**config.mk**
```make
export PLATFORM = sky130hd
export DESIGN_NAME = isg_spi_gpio_top
export DESIGN_NICKNAME = d
export VERILOG_FILES = /design/src/isg_pkg.sv /design/src/isg_fifo_if.sv /design/src/isg_fifo.sv /design/src/isg_spi_gpio_top.sv
export SDC_FILE = /design/constraint.sdc
export NUM_CORES = 1
export LEC_CHECK = 0
export BUFFER_PORTS_ARGS = -buffer_cell sky130_fd_sc_hd__buf_2
export CAP_MARGIN = 20
export CORE_ASPECT_RATIO = 0.9
export CORE_MARGIN = 5
export CORE_UTILIZATION = 30
export CTS_BUF_LIST = sky130_fd_sc_hd__clkbuf_16
export DETAILED_ROUTE_END_ITERATION = 7
export SLEW_MARGIN = 20
export SYNTH_ARGS = -nofsm -noshare
export SYNTH_HDL_FRONTEND = slang
export SYNTH_HIERARCHICAL = 1
export SYNTH_SLANG_ARGS = --single-unit
```
**constraint.sdc**
```tcl
create_clock -name core_clk -period 3.65 [get_ports core_clk]
set_input_delay 0.1825 -clock core_clk [delete_from_list [all_inputs] [get_ports core_clk]]
set_output_delay 0.1825 -clock core_clk [all_outputs]
set_load 0.02 [all_outputs]
```
**src/isg_pkg.sv**
```systemverilog
package isg_pkg;
	localparam int CLK_PERIOD_NS = 10;
	localparam int GP_WIDTH      = 3;
	// Wake-up latency after the select falls, rounded up to whole cycles
	localparam int WAKE_NS       = 100;
	localparam int WAKE_CYC      = (WAKE_NS + CLK_PERIOD_NS - 1) / CLK_PERIOD_NS;
	localparam int WAKE_W        = $clog2(WAKE_CYC + 1);
	// 19.5 us peak jitter bounds one full round trip, rounded down
	localparam int JITTER_NS     = 19500;
	localparam int JITTER_CYC    = JITTER_NS / CLK_PERIOD_NS;
	localparam int SMP_CYC       = JITTER_CYC / 2;
	localparam int SMP_W         = $clog2(SMP_CYC + 1);
	localparam int FIFO_DEPTH    = 4;
	localparam logic DIR_TO_FAR  = 1'b0;
	localparam logic DIR_TO_HOST = 1'b1;
	localparam logic START_BIT   = 1'b1;
	localparam logic COIL_IDLE   = 1'b0;

	typedef enum logic [2:0] {
		LNK_SLEEP  = 3'b001,
		LNK_WAKE   = 3'b010,
		LNK_ACTIVE = 3'b100
	} isg_link_t;

	typedef enum logic [2:0] {
		TX_IDLE  = 3'b001,
		TX_SHIFT = 3'b010,
		TX_GAP   = 3'b100
	} isg_tx_t;
endpackage

```
**src/isg_fifo_if.sv**
```systemverilog
`timescale 1ns/1ps
interface isg_fifo_if #(parameter int WIDTH = 8);
	logic [WIDTH-1:0] wrData;
	logic             wrValid;
	logic             wrReady;
	logic [WIDTH-1:0] rdData;
	logic             rdValid;
	logic             rdReady;
	modport store (input wrData, input wrValid, output wrReady, output rdData, output rdValid, input rdReady);
	modport user  (output wrData, output wrValid, input wrReady, input rdData, input rdValid, output rdReady);
endinterface

```
**src/isg_fifo.sv**
```systemverilog
`timescale 1ns/1ps
module isg_fifo #(
	parameter int WIDTH = 8,
	parameter int DEPTH = 4
) (
	// Clock and reset
	input wire logic clk,
	input wire logic rstB,
	// Both sides
	isg_fifo_if.store port
);
	localparam int AW = (DEPTH > 1) ? $clog2(DEPTH) : 1;

	logic [WIDTH-1:0] mem_q [DEPTH];
	logic [AW-1:0]    wrPtr_q, wrPtr_d;
	logic [AW-1:0]    rdPtr_q, rdPtr_d;
	logic [AW:0]      cnt_q,   cnt_d;
	logic             push, pop;

	function automatic logic [AW-1:0] nextPtr(input logic [AW-1:0] p);
		return (p == AW'(DEPTH - 1)) ? '0 : AW'(p + 1'b1);
	endfunction

	assign port.wrReady = (cnt_q != (AW+1)'(DEPTH));
	assign port.rdValid = (cnt_q != '0);
	assign port.rdData  = mem_q[rdPtr_q];
	assign push         = port.wrValid && port.wrReady;
	assign pop          = port.rdValid && port.rdReady;

	always_comb begin
		wrPtr_d = push ? nextPtr(wrPtr_q) : wrPtr_q;
		rdPtr_d = pop ? nextPtr(rdPtr_q) : rdPtr_q;
		cnt_d   = cnt_q;
		if (push && !pop) begin
			cnt_d = cnt_q + 1'b1;
		end else if (pop && !push) begin
			cnt_d = cnt_q - 1'b1;
		end
	end

	always_ff @(posedge clk) begin
		if (!rstB) begin
			wrPtr_q <= '0;
			rdPtr_q <= '0;
			cnt_q   <= '0;
		end else begin
			wrPtr_q <= wrPtr_d;
			rdPtr_q <= rdPtr_d;
			cnt_q   <= cnt_d;
		end
	end

	// Storage needs no reset; count guards every read
	always_ff @(posedge clk) begin
		if (push) begin
			mem_q[wrPtr_q] <= port.wrData;
		end
	end
endmodule // isg_fifo

```
**src/isg_spi_gpio_top.sv**
```systemverilog
// Behaviour
// - Forward clock, transmit data, select host to far; receive data far to host.
// - Forward channel levels unchanged, any SPI mode or polarity.
// - Select active low; channels sleep while high, active only while low.
// - Hold far outputs idle for wake latency after select falls.
// - Select high: far select high, outputs tristate; low: forward each signal.
// - Sample all inputs of one side together, pack, shift over one coil, alternate.
// - General outputs lag inputs by sampling jitter within stated peak.
// - Outputs low in startup; with both supplies up outputs follow inputs.
// - One supply drops: powered side holds outputs, losing side goes low.
`timescale 1ns/1ps
module isg_spi_gpio_top #(
	parameter int GP_W = isg_pkg::GP_WIDTH
) (
	// Clock and reset
	input  wire logic            core_clk,
	input  wire logic            rst_b,
	// Host SPI side
	input  wire logic            hostClockIn,
	input  wire logic            hostTxIn,
	input  wire logic            hostSelectIn,
	output logic                 hostRxOut,
	output logic                 hostRxOe,
	// Far SPI side
	output logic                 farClockOut,
	output logic                 farClockOe,
	output logic                 farTxOut,
	output logic                 farTxOe,
	output logic                 farSelectOut,
	input  wire logic            farRxIn,
	// General channels
	input  wire logic [GP_W-1:0] hostGpIn,
	input  wire logic [GP_W-1:0] farGpIn,
	output logic      [GP_W-1:0] hostGpOut,
	output logic      [GP_W-1:0] farGpOut,
	// Supply status
	input  wire logic            hostSupply,
	input  wire logic            farSupply
);
	import isg_pkg::*;

	localparam int PKT_W   = GP_W + 1;
	localparam int FRAME_W = GP_W + 3;
	localparam int FCNT_W  = $clog2(FRAME_W + 1);
	localparam int BIT_CYC = (SMP_CYC / (2 * (FRAME_W + 1)) > 0) ? SMP_CYC / (2 * (FRAME_W + 1)) : 1;
	localparam int BIT_W   = $clog2(BIT_CYC + 1);

	function automatic logic parityOf(input logic [PKT_W-1:0] v);
		return ^v;
	endfunction

	////////////////////////////////////////////////////////////////////////
	// Synchronisers: first stage is read only by the second
	logic [3:0]        spiMeta_q, spiSync_q;
	logic [1:0]        supMeta_q, supSync_q;
	logic [2*GP_W-1:0] gpMeta_q,  gpSync_q;
	logic              clkS, txS, selS, rxS, hostP, farP, bothOn;

	always_ff @(posedge core_clk) begin
		if (!rst_b) begin
			spiMeta_q <= 4'h4;
			spiSync_q <= 4'h4;
			supMeta_q <= '0;
			supSync_q <= '0;
			gpMeta_q  <= '0;
			gpSync_q  <= '0;
		end else begin
			spiMeta_q <= {farRxIn, hostSelectIn, hostTxIn, hostClockIn};
			spiSync_q <= spiMeta_q;
			supMeta_q <= {farSupply, hostSupply};
			supSync_q <= supMeta_q;
			gpMeta_q  <= {farGpIn, hostGpIn};
			gpSync_q  <= gpMeta_q;
		end
	end

	assign {rxS, selS, txS, clkS} = spiSync_q;
	assign {farP, hostP}          = supSync_q;
	assign bothOn                 = hostP && farP;

	////////////////////////////////////////////////////////////////////////
	// SPI channel gating; levels pass through, no clock recovery
	isg_link_t        lnk_q, lnk_d;
	logic [WAKE_W-1:0] wake_q, wake_d;
	logic             oe_q, oe_d;
	logic             farClk_q, farClk_d, farTx_q, farTx_d, hostRx_q, hostRx_d, farSel_q, farSel_d;

	always_comb begin
		lnk_d    = lnk_q;
		wake_d   = wake_q;
		oe_d     = 1'b0;
		farClk_d = 1'b0;
		farTx_d  = 1'b0;
		hostRx_d = 1'b0;
		farSel_d = selS;
		case (lnk_q)
			LNK_SLEEP: begin
				wake_d = '0;
				if (!selS) begin
					lnk_d = LNK_WAKE;
				end
			end
			LNK_WAKE: begin
				if (selS) begin
					lnk_d = LNK_SLEEP;
				end else if (wake_q == WAKE_W'(WAKE_CYC - 1)) begin
					lnk_d = LNK_ACTIVE;
				end else begin
					wake_d = WAKE_W'(wake_q + 1'b1);
				end
			end
			LNK_ACTIVE: begin
				if (selS) begin
					lnk_d = LNK_SLEEP;
				end else begin
					oe_d     = 1'b1;
					farClk_d = clkS;
					farTx_d  = txS;
					hostRx_d = rxS;
				end
			end
			default: lnk_d = LNK_SLEEP;
		endcase
	end

	always_ff @(posedge core_clk) begin
		if (!rst_b) begin
			lnk_q    <= LNK_SLEEP;
			wake_q   <= '0;
			oe_q     <= 1'b0;
			farClk_q <= 1'b0;
			farTx_q  <= 1'b0;
			hostRx_q <= 1'b0;
			farSel_q <= 1'b1;
		end else begin
			lnk_q    <= lnk_d;
			wake_q   <= wake_d;
			oe_q     <= oe_d;
			farClk_q <= farClk_d;
			farTx_q  <= farTx_d;
			hostRx_q <= hostRx_d;
			farSel_q <= farSel_d;
		end
	end

	assign farClockOut  = farClk_q;
	assign farTxOut     = farTx_q;
	assign hostRxOut    = hostRx_q;
	assign farClockOe   = oe_q;
	assign farTxOe      = oe_q;
	assign hostRxOe     = oe_q;
	assign farSelectOut = farSel_q;

	// Run of low select samples, saturating; a counter keeps the wake bound cheap to check
	localparam int RUN_MAX = WAKE_CYC + 2;                        // Wake count, state step, output flop
	localparam int RUN_W   = $clog2(RUN_MAX + 1);
	logic [RUN_W-1:0] lowRun_q, lowRun_d;

	always_comb begin
		lowRun_d = selS ? '0 : lowRun_q;
		if (!selS && lowRun_q != RUN_W'(RUN_MAX)) begin
			lowRun_d = RUN_W'(lowRun_q + 1'b1);
		end
	end

	always_ff @(posedge core_clk) begin
		if (!rst_b) begin
			lowRun_q <= '0;
		end else begin
			lowRun_q <= lowRun_d;
		end
	end

	////////////////////////////////////////////////////////////////////////
	// General channels: sampler, packet buffer, single-coil shifter
	isg_fifo_if #(.WIDTH(PKT_W)) pktIf ();

	isg_fifo #(
		.WIDTH (PKT_W),
		.DEPTH (FIFO_DEPTH)
	) u_fifo (
		.clk  (core_clk),
		.rstB (rst_b),
		.port (pktIf.store)
	);

	logic [SMP_W-1:0]   smpCnt_q, smpCnt_d;
	logic               dir_q, dir_d, pendV_q, pendV_d, smpTick;
	logic [PKT_W-1:0]   pend_q, pend_d;
	logic [BIT_W-1:0]   bitCnt_q, bitCnt_d;
	logic               bitTick;
	isg_tx_t            tx_q, tx_d;
	logic [FRAME_W-1:0] txSh_q, txSh_d, rxSh_q, rxSh_d, rxNew;
	logic [FCNT_W-1:0]  txCnt_q, txCnt_d, rxCnt_q, rxCnt_d;
	logic               coil_q, coil_d, rxDeliver, seenBoth_q, seenBoth_d;
	logic [GP_W-1:0]    hostGp_q, hostGp_d, farGp_q, farGp_d;

	assign smpTick       = (smpCnt_q == SMP_W'(SMP_CYC - 1));
	assign bitTick       = (bitCnt_q == BIT_W'(BIT_CYC - 1));
	assign pktIf.wrData  = pend_q;
	assign pktIf.wrValid = pendV_q;
	assign pktIf.rdReady = (tx_q == TX_IDLE);
	assign rxNew         = {rxSh_q[FRAME_W-2:0], coil_q};

	always_comb begin
		smpCnt_d = smpTick ? '0 : SMP_W'(smpCnt_q + 1'b1);
		bitCnt_d = bitTick ? '0 : BIT_W'(bitCnt_q + 1'b1);
		dir_d    = dir_q;
		pend_d   = pend_q;
		pendV_d  = pendV_q && !pktIf.wrReady;                     // Stalled word waits
		// Whole side captured at one instant, sides alternate
		if (smpTick && bothOn && !pendV_d) begin
			pendV_d = 1'b1;
			pend_d  = {dir_q, (dir_q == DIR_TO_FAR) ? gpSync_q[GP_W-1:0] : gpSync_q[2*GP_W-1:GP_W]};
			dir_d   = !dir_q;
		end
		tx_d    = tx_q;
		txSh_d  = txSh_q;
		txCnt_d = txCnt_q;
		coil_d  = coil_q;
		case (tx_q)
			TX_IDLE: begin
				if (pktIf.rdValid) begin
					txSh_d  = {START_BIT, pktIf.rdData, parityOf(pktIf.rdData)};
					txCnt_d = '0;
					tx_d    = TX_SHIFT;
				end
			end
			TX_SHIFT: begin
				if (bitTick) begin
					coil_d  = txSh_q[FRAME_W-1];
					txSh_d  = {txSh_q[FRAME_W-2:0], COIL_IDLE};
					txCnt_d = FCNT_W'(txCnt_q + 1'b1);
					if (txCnt_q == FCNT_W'(FRAME_W - 1)) begin
						tx_d = TX_GAP;
					end
				end
			end
			TX_GAP: begin
				if (bitTick) begin
					coil_d = COIL_IDLE;                           // Idle bit lets next start be seen
					tx_d   = TX_IDLE;
				end
			end
			default: tx_d = TX_IDLE;
		endcase
		rxSh_d    = rxSh_q;
		rxCnt_d   = rxCnt_q;
		rxDeliver = 1'b0;
		if (bitTick && (rxCnt_q != '0 || coil_q == START_BIT)) begin
			rxSh_d = rxNew;
			if (rxCnt_q == FCNT_W'(FRAME_W - 1)) begin
				rxCnt_d   = '0;
				rxDeliver = bothOn && (parityOf(rxNew[FRAME_W-2:1]) == rxNew[0]);
			end else begin
				rxCnt_d = FCNT_W'(rxCnt_q + 1'b1);
			end
		end
		// Startup ends once both supplies came up; restarts when both are gone
		seenBoth_d = (seenBoth_q || bothOn) && (hostP || farP);
		hostGp_d   = hostGp_q;
		farGp_d    = farGp_q;
		if (rxDeliver && rxNew[FRAME_W-2] == DIR_TO_FAR) begin
			farGp_d = rxNew[FRAME_W-3:1];
		end
		if (rxDeliver && rxNew[FRAME_W-2] == DIR_TO_HOST) begin
			hostGp_d = rxNew[FRAME_W-3:1];
		end
		if (!hostP || !seenBoth_q) begin
			hostGp_d = '0;
		end
		if (!farP || !seenBoth_q) begin
			farGp_d = '0;
		end
	end

	always_ff @(posedge core_clk) begin
		if (!rst_b) begin
			smpCnt_q   <= '0;
			bitCnt_q   <= '0;
			dir_q      <= DIR_TO_FAR;
			pend_q     <= '0;
			pendV_q    <= 1'b0;
			tx_q       <= TX_IDLE;
			txSh_q     <= '0;
			txCnt_q    <= '0;
			coil_q     <= COIL_IDLE;
			rxSh_q     <= '0;
			rxCnt_q    <= '0;
			seenBoth_q <= 1'b0;
			hostGp_q   <= '0;
			farGp_q    <= '0;
		end else begin
			smpCnt_q   <= smpCnt_d;
			bitCnt_q   <= bitCnt_d;
			dir_q      <= dir_d;
			pend_q     <= pend_d;
			pendV_q    <= pendV_d;
			tx_q       <= tx_d;
			txSh_q     <= txSh_d;
			txCnt_q    <= txCnt_d;
			coil_q     <= coil_d;
			rxSh_q     <= rxSh_d;
			rxCnt_q    <= rxCnt_d;
			seenBoth_q <= seenBoth_d;
			hostGp_q   <= hostGp_d;
			farGp_q    <= farGp_d;
		end
	end

	assign hostGpOut = hostGp_q;
	assign farGpOut  = farGp_q;
endmodule // isg_spi_gpio_top

```
==> flow_summary_export.csv <==
group,metric,value,unit
run_status,status,"completed",
synth,synth_common_cells,"95 x dfxtp_1, 46 x nand2_1, 39 x nor2_1, 30 x and2_1, 20 x o21ai_0",
layout,drive_above_1_share,13.5,%
cts,cts_resized,0,
setup_path,setup.worst_path.class,"flop to flop",
synth,synth_edf_count,16,
synth,synthFlopType,"dfxtp_1",
place,place.gp.congestion,0.809,
setup_path,cp_common_cell,"inv_1",
floorplan,die_width,140,um
setup_path,cp_cell_sequence,"nor2_1 -> nand2_1 -> inv_1 -> o31ai_1 -> ha_1 -> inv_1 -> fa_1 -> xor2_1 -> or3_2 -> a21boi_0",
layout,areaGrowthSynthToFinish,13.5,%
floorplan,rows,42,
sta,fmax,0.413,GHz
cts,postCtsHoldBufs,0,
cts,clock_latency,0.34,ns
global_route,grt_overflow,0,
setup_path,end_kind,"flop",
synth,yosys_warnings,6,
sta,fin_crit_sh,66.4,%
synth,async_reset_ff_share,0,%
synth,syn-num-nets,479,
route,viasPerCell,4.61,
setup_path,cp.required,3.92,ns
layout,final_cells,673,
synth,synth_largest_area_cell,"dfxtp_1",
setup_path,startpoint_type,"flop",
sta,tightest_slew,0.725,ns
place,dp.cells,657,
layout,nets,499,
floorplan,die-area,0.0177,mm2
cts,numCtsBuffers,9,
cts,clk_pin_slew,0.07,ns
synth,synth.distinct_cells,59,
setup_path,crit_path_max_fanout,12,
route,drt_pre_antenna_iters,4,
setup_path,cpMaxStageDelayCell,"dfxtp_1",
synth,synth_top_cell_area_share,41.8,%
sta,fin_worst_skew,0.00747,ns
setup_path,crit_path_max_incr_delay,0.52,ns
layout,ff_latch_area,0.00238,mm2
setup_path,arrival,2.69,ns
synth,syn_area,0.00455,mm2
cts,cts_buffer_depth,2,
route,routedWlPerCell,11.4,um
cts,htreeDepth,3,
synth,synth-seq-area-share,52.4,%
sta,drv_slew,0,
synth,ys_ff_latch,111,
sta,setup_violations,0,
layout,multiInputGateArea,0.00204,mm2
place,place_hpwl,5.50,mm
pwr,pwr_density_cell,551,mW/mm2
synth,synth_cells,450,
route,routed_wl,7.69,mm
global_route,track_usage,8.89,%
worst_hold_path,min_path_type,"input pin to flop",
route,vias,3105,
sta,setup_tns,0,ns
global_route,antenna_found_initial,0,
global_route,grt_max_degree,52,
route,ant_nets,0,
route,drtIter0Drc,96,
layout,diodes,0,
floorplan,core,0.0148,mm2
sta,slew_headroom,51.6,%
cts,clockRootBuffer,"clkbuf_16",
synth,yosysMostFrequentCell,"dfxtp_1",
cts,clock-sinks,111,
pwr,vdd_drop_max,0.000298,V
global_route,first_global_vias,2948,
sta,post-route-min-period,2.42,ns
route,drc,0,
floorplan,initial_utilization,30.7,%
pwr,p_leak,1.95,nW
cts,postCtsSetupRepairBufs,0,
floorplan,die_y,127,um
flow_run,cap_viol_max_count,0,
floorplan,io_pins,27,
sta,hold_violations,0,
synth,syn_avg_cell_area,10.1,um2
sta,rsz0062_at_grt,"false",
place,io_buffer_count,26,
layout,fillers,1487,
cts,cts_tree,"yes",
global_route,grt_pass1_wl,13.4,mm
synth,netlist_top_cells_area,"dfxtp_1 42%, edfxtp_1 11%, and2_1 4.1%",
-- registers in the layout, indices dropped and copies added (netlist names), 2 cells and up, named ones only --
name / count
gpSync_q: 6
rxCnt_q: 3
supMeta_q: 2
tx_q: 3
rxSh_q: 4
spiSync_q: 4
hostGpOut: 3
txSh_q: 6
bitCnt_q: 7
lnk_q: 3
u_fifo/cnt_q: 3
spiMeta_q: 4
u_fifo/mem_q: 16
supSync_q: 2
pend_q: 4
gpMeta_q: 6
smpCnt_q: 10
u_fifo/rdPtr_q: 2
u_fifo/wrPtr_q: 2
farGpOut: 3
txCnt_q: 3
wake_q: 4
-- worst paths after layout --
kind / from / end / slack (ns) / depth (start not counted)
setup / recovery: tx_q[2] / u_fifo/cnt_q[2] / 1.23 / 10
hold / removal: hostSelectIn / spiMeta_q[2] / 0.04 / 2
setup reg to reg: tx_q[2] / u_fifo/cnt_q[2] / 1.23 / 10
hold reg to reg: spiSync_q[1] / farTxOut / 0.43 / 1
-- metal layers --
layer,GRT usage (%),vias up,wire (um)
met5,0,-,0
met4,3.08,0,114
met3,2.26,9,215
met2,15.1,36,3740
met1,11.0,1465,3620
li1,-,1595,-
-- kinds of logic (layout without fill, tap and decap cells) --
| group | Yosys count | count (layout) | synth area share (%) |
|---|---|---|---|
| AND/OR/NAND/NOR | 193 | 193 | 22.8 |
| adder cells (fa/ha/maj) | 15 | 15 | 4.29 |
| AO/OA/AOI/OAI | 58 | 58 | 7.84 |
| buffers and inverters | 31 | 56 | 2.83 |
| flip-flops | 111 | 111 | 52.4 |
| XOR/XNOR | 22 | 22 | 4.24 |
| multiplexers | 20 | 20 | 5.58 |
-- worst max-delay path, delay by kind of cell (launching register included) --
| kind | cells | cell delay, ns |
|---|---|---|
| compound gates | 2 | 0.31 |
| flops | 1 | 0.52 |
| simple gates | 3 | 0.60 |
| xor+xnor | 1 | 0.16 |
| fa+ha+maj | 2 | 0.65 |
| buf+inv | 2 | 0.11 |
-- layout make-up --
| class | count | share of cell area [%] |
|---|---|---|
| multi-input cells | 308 | 39.5 |
| well taps | 198 | 4.80 |
| inverters | 13 | 0.945 |
| clock buffers | 9 | 4.36 |
| clock inverters | 7 | 1.60 |
| repair buffers | 27 | 2.67 |
| flip-flops and latches | 111 | 46.2 |
-- metrics by stage --
stage / instance area, um2 / utilization, % / total power [mW] / setup WS [ns] / hold slack, ns
detailed placement: 4850 / 32.8 / 1.90 / 1.26 / 0.388
floorplan: 4550 / - / 1.81 / 1.34 / 0.284
global placement: 4850 / 32.8 / 1.88 / 1.34 / 0.383
CTS: 5160 / 34.8 / 2.88 / 1.24 / 0.0285
global route: 5160 / 34.8 / 3.00 / 1.07 / 0.0363
finish: 5160 / 34.8 / 2.84 / 1.23 / 0.0352
-- report_power, final --
part	leakage, nW	internal (mW)	switching, mW	total [mW]
sequential	0.923	1.32	0.0912	1.42
combinational	0.880	0.223	0.230	0.453
clock	0.148	0.541	0.432	0.973
-- layout by cell type, fill, tap and decap left out, types with 7 or more instances in the layout --
cell,instances
nand2_1,46
xnor2_1,10
ha_1,14
nor2b_1,10
nand2b_1,7
edfxtp_1,16
nor2_1,39
buf_2,26
mux2i_1,13
xor2_1,12
and2_1,30
inv_1,14
clkbuf_16,9
nand3_1,14
a21oi_1,17
dfxtp_1,95
and3_1,7
o21ai_0,20
Power figures use the tool's default switching activity.
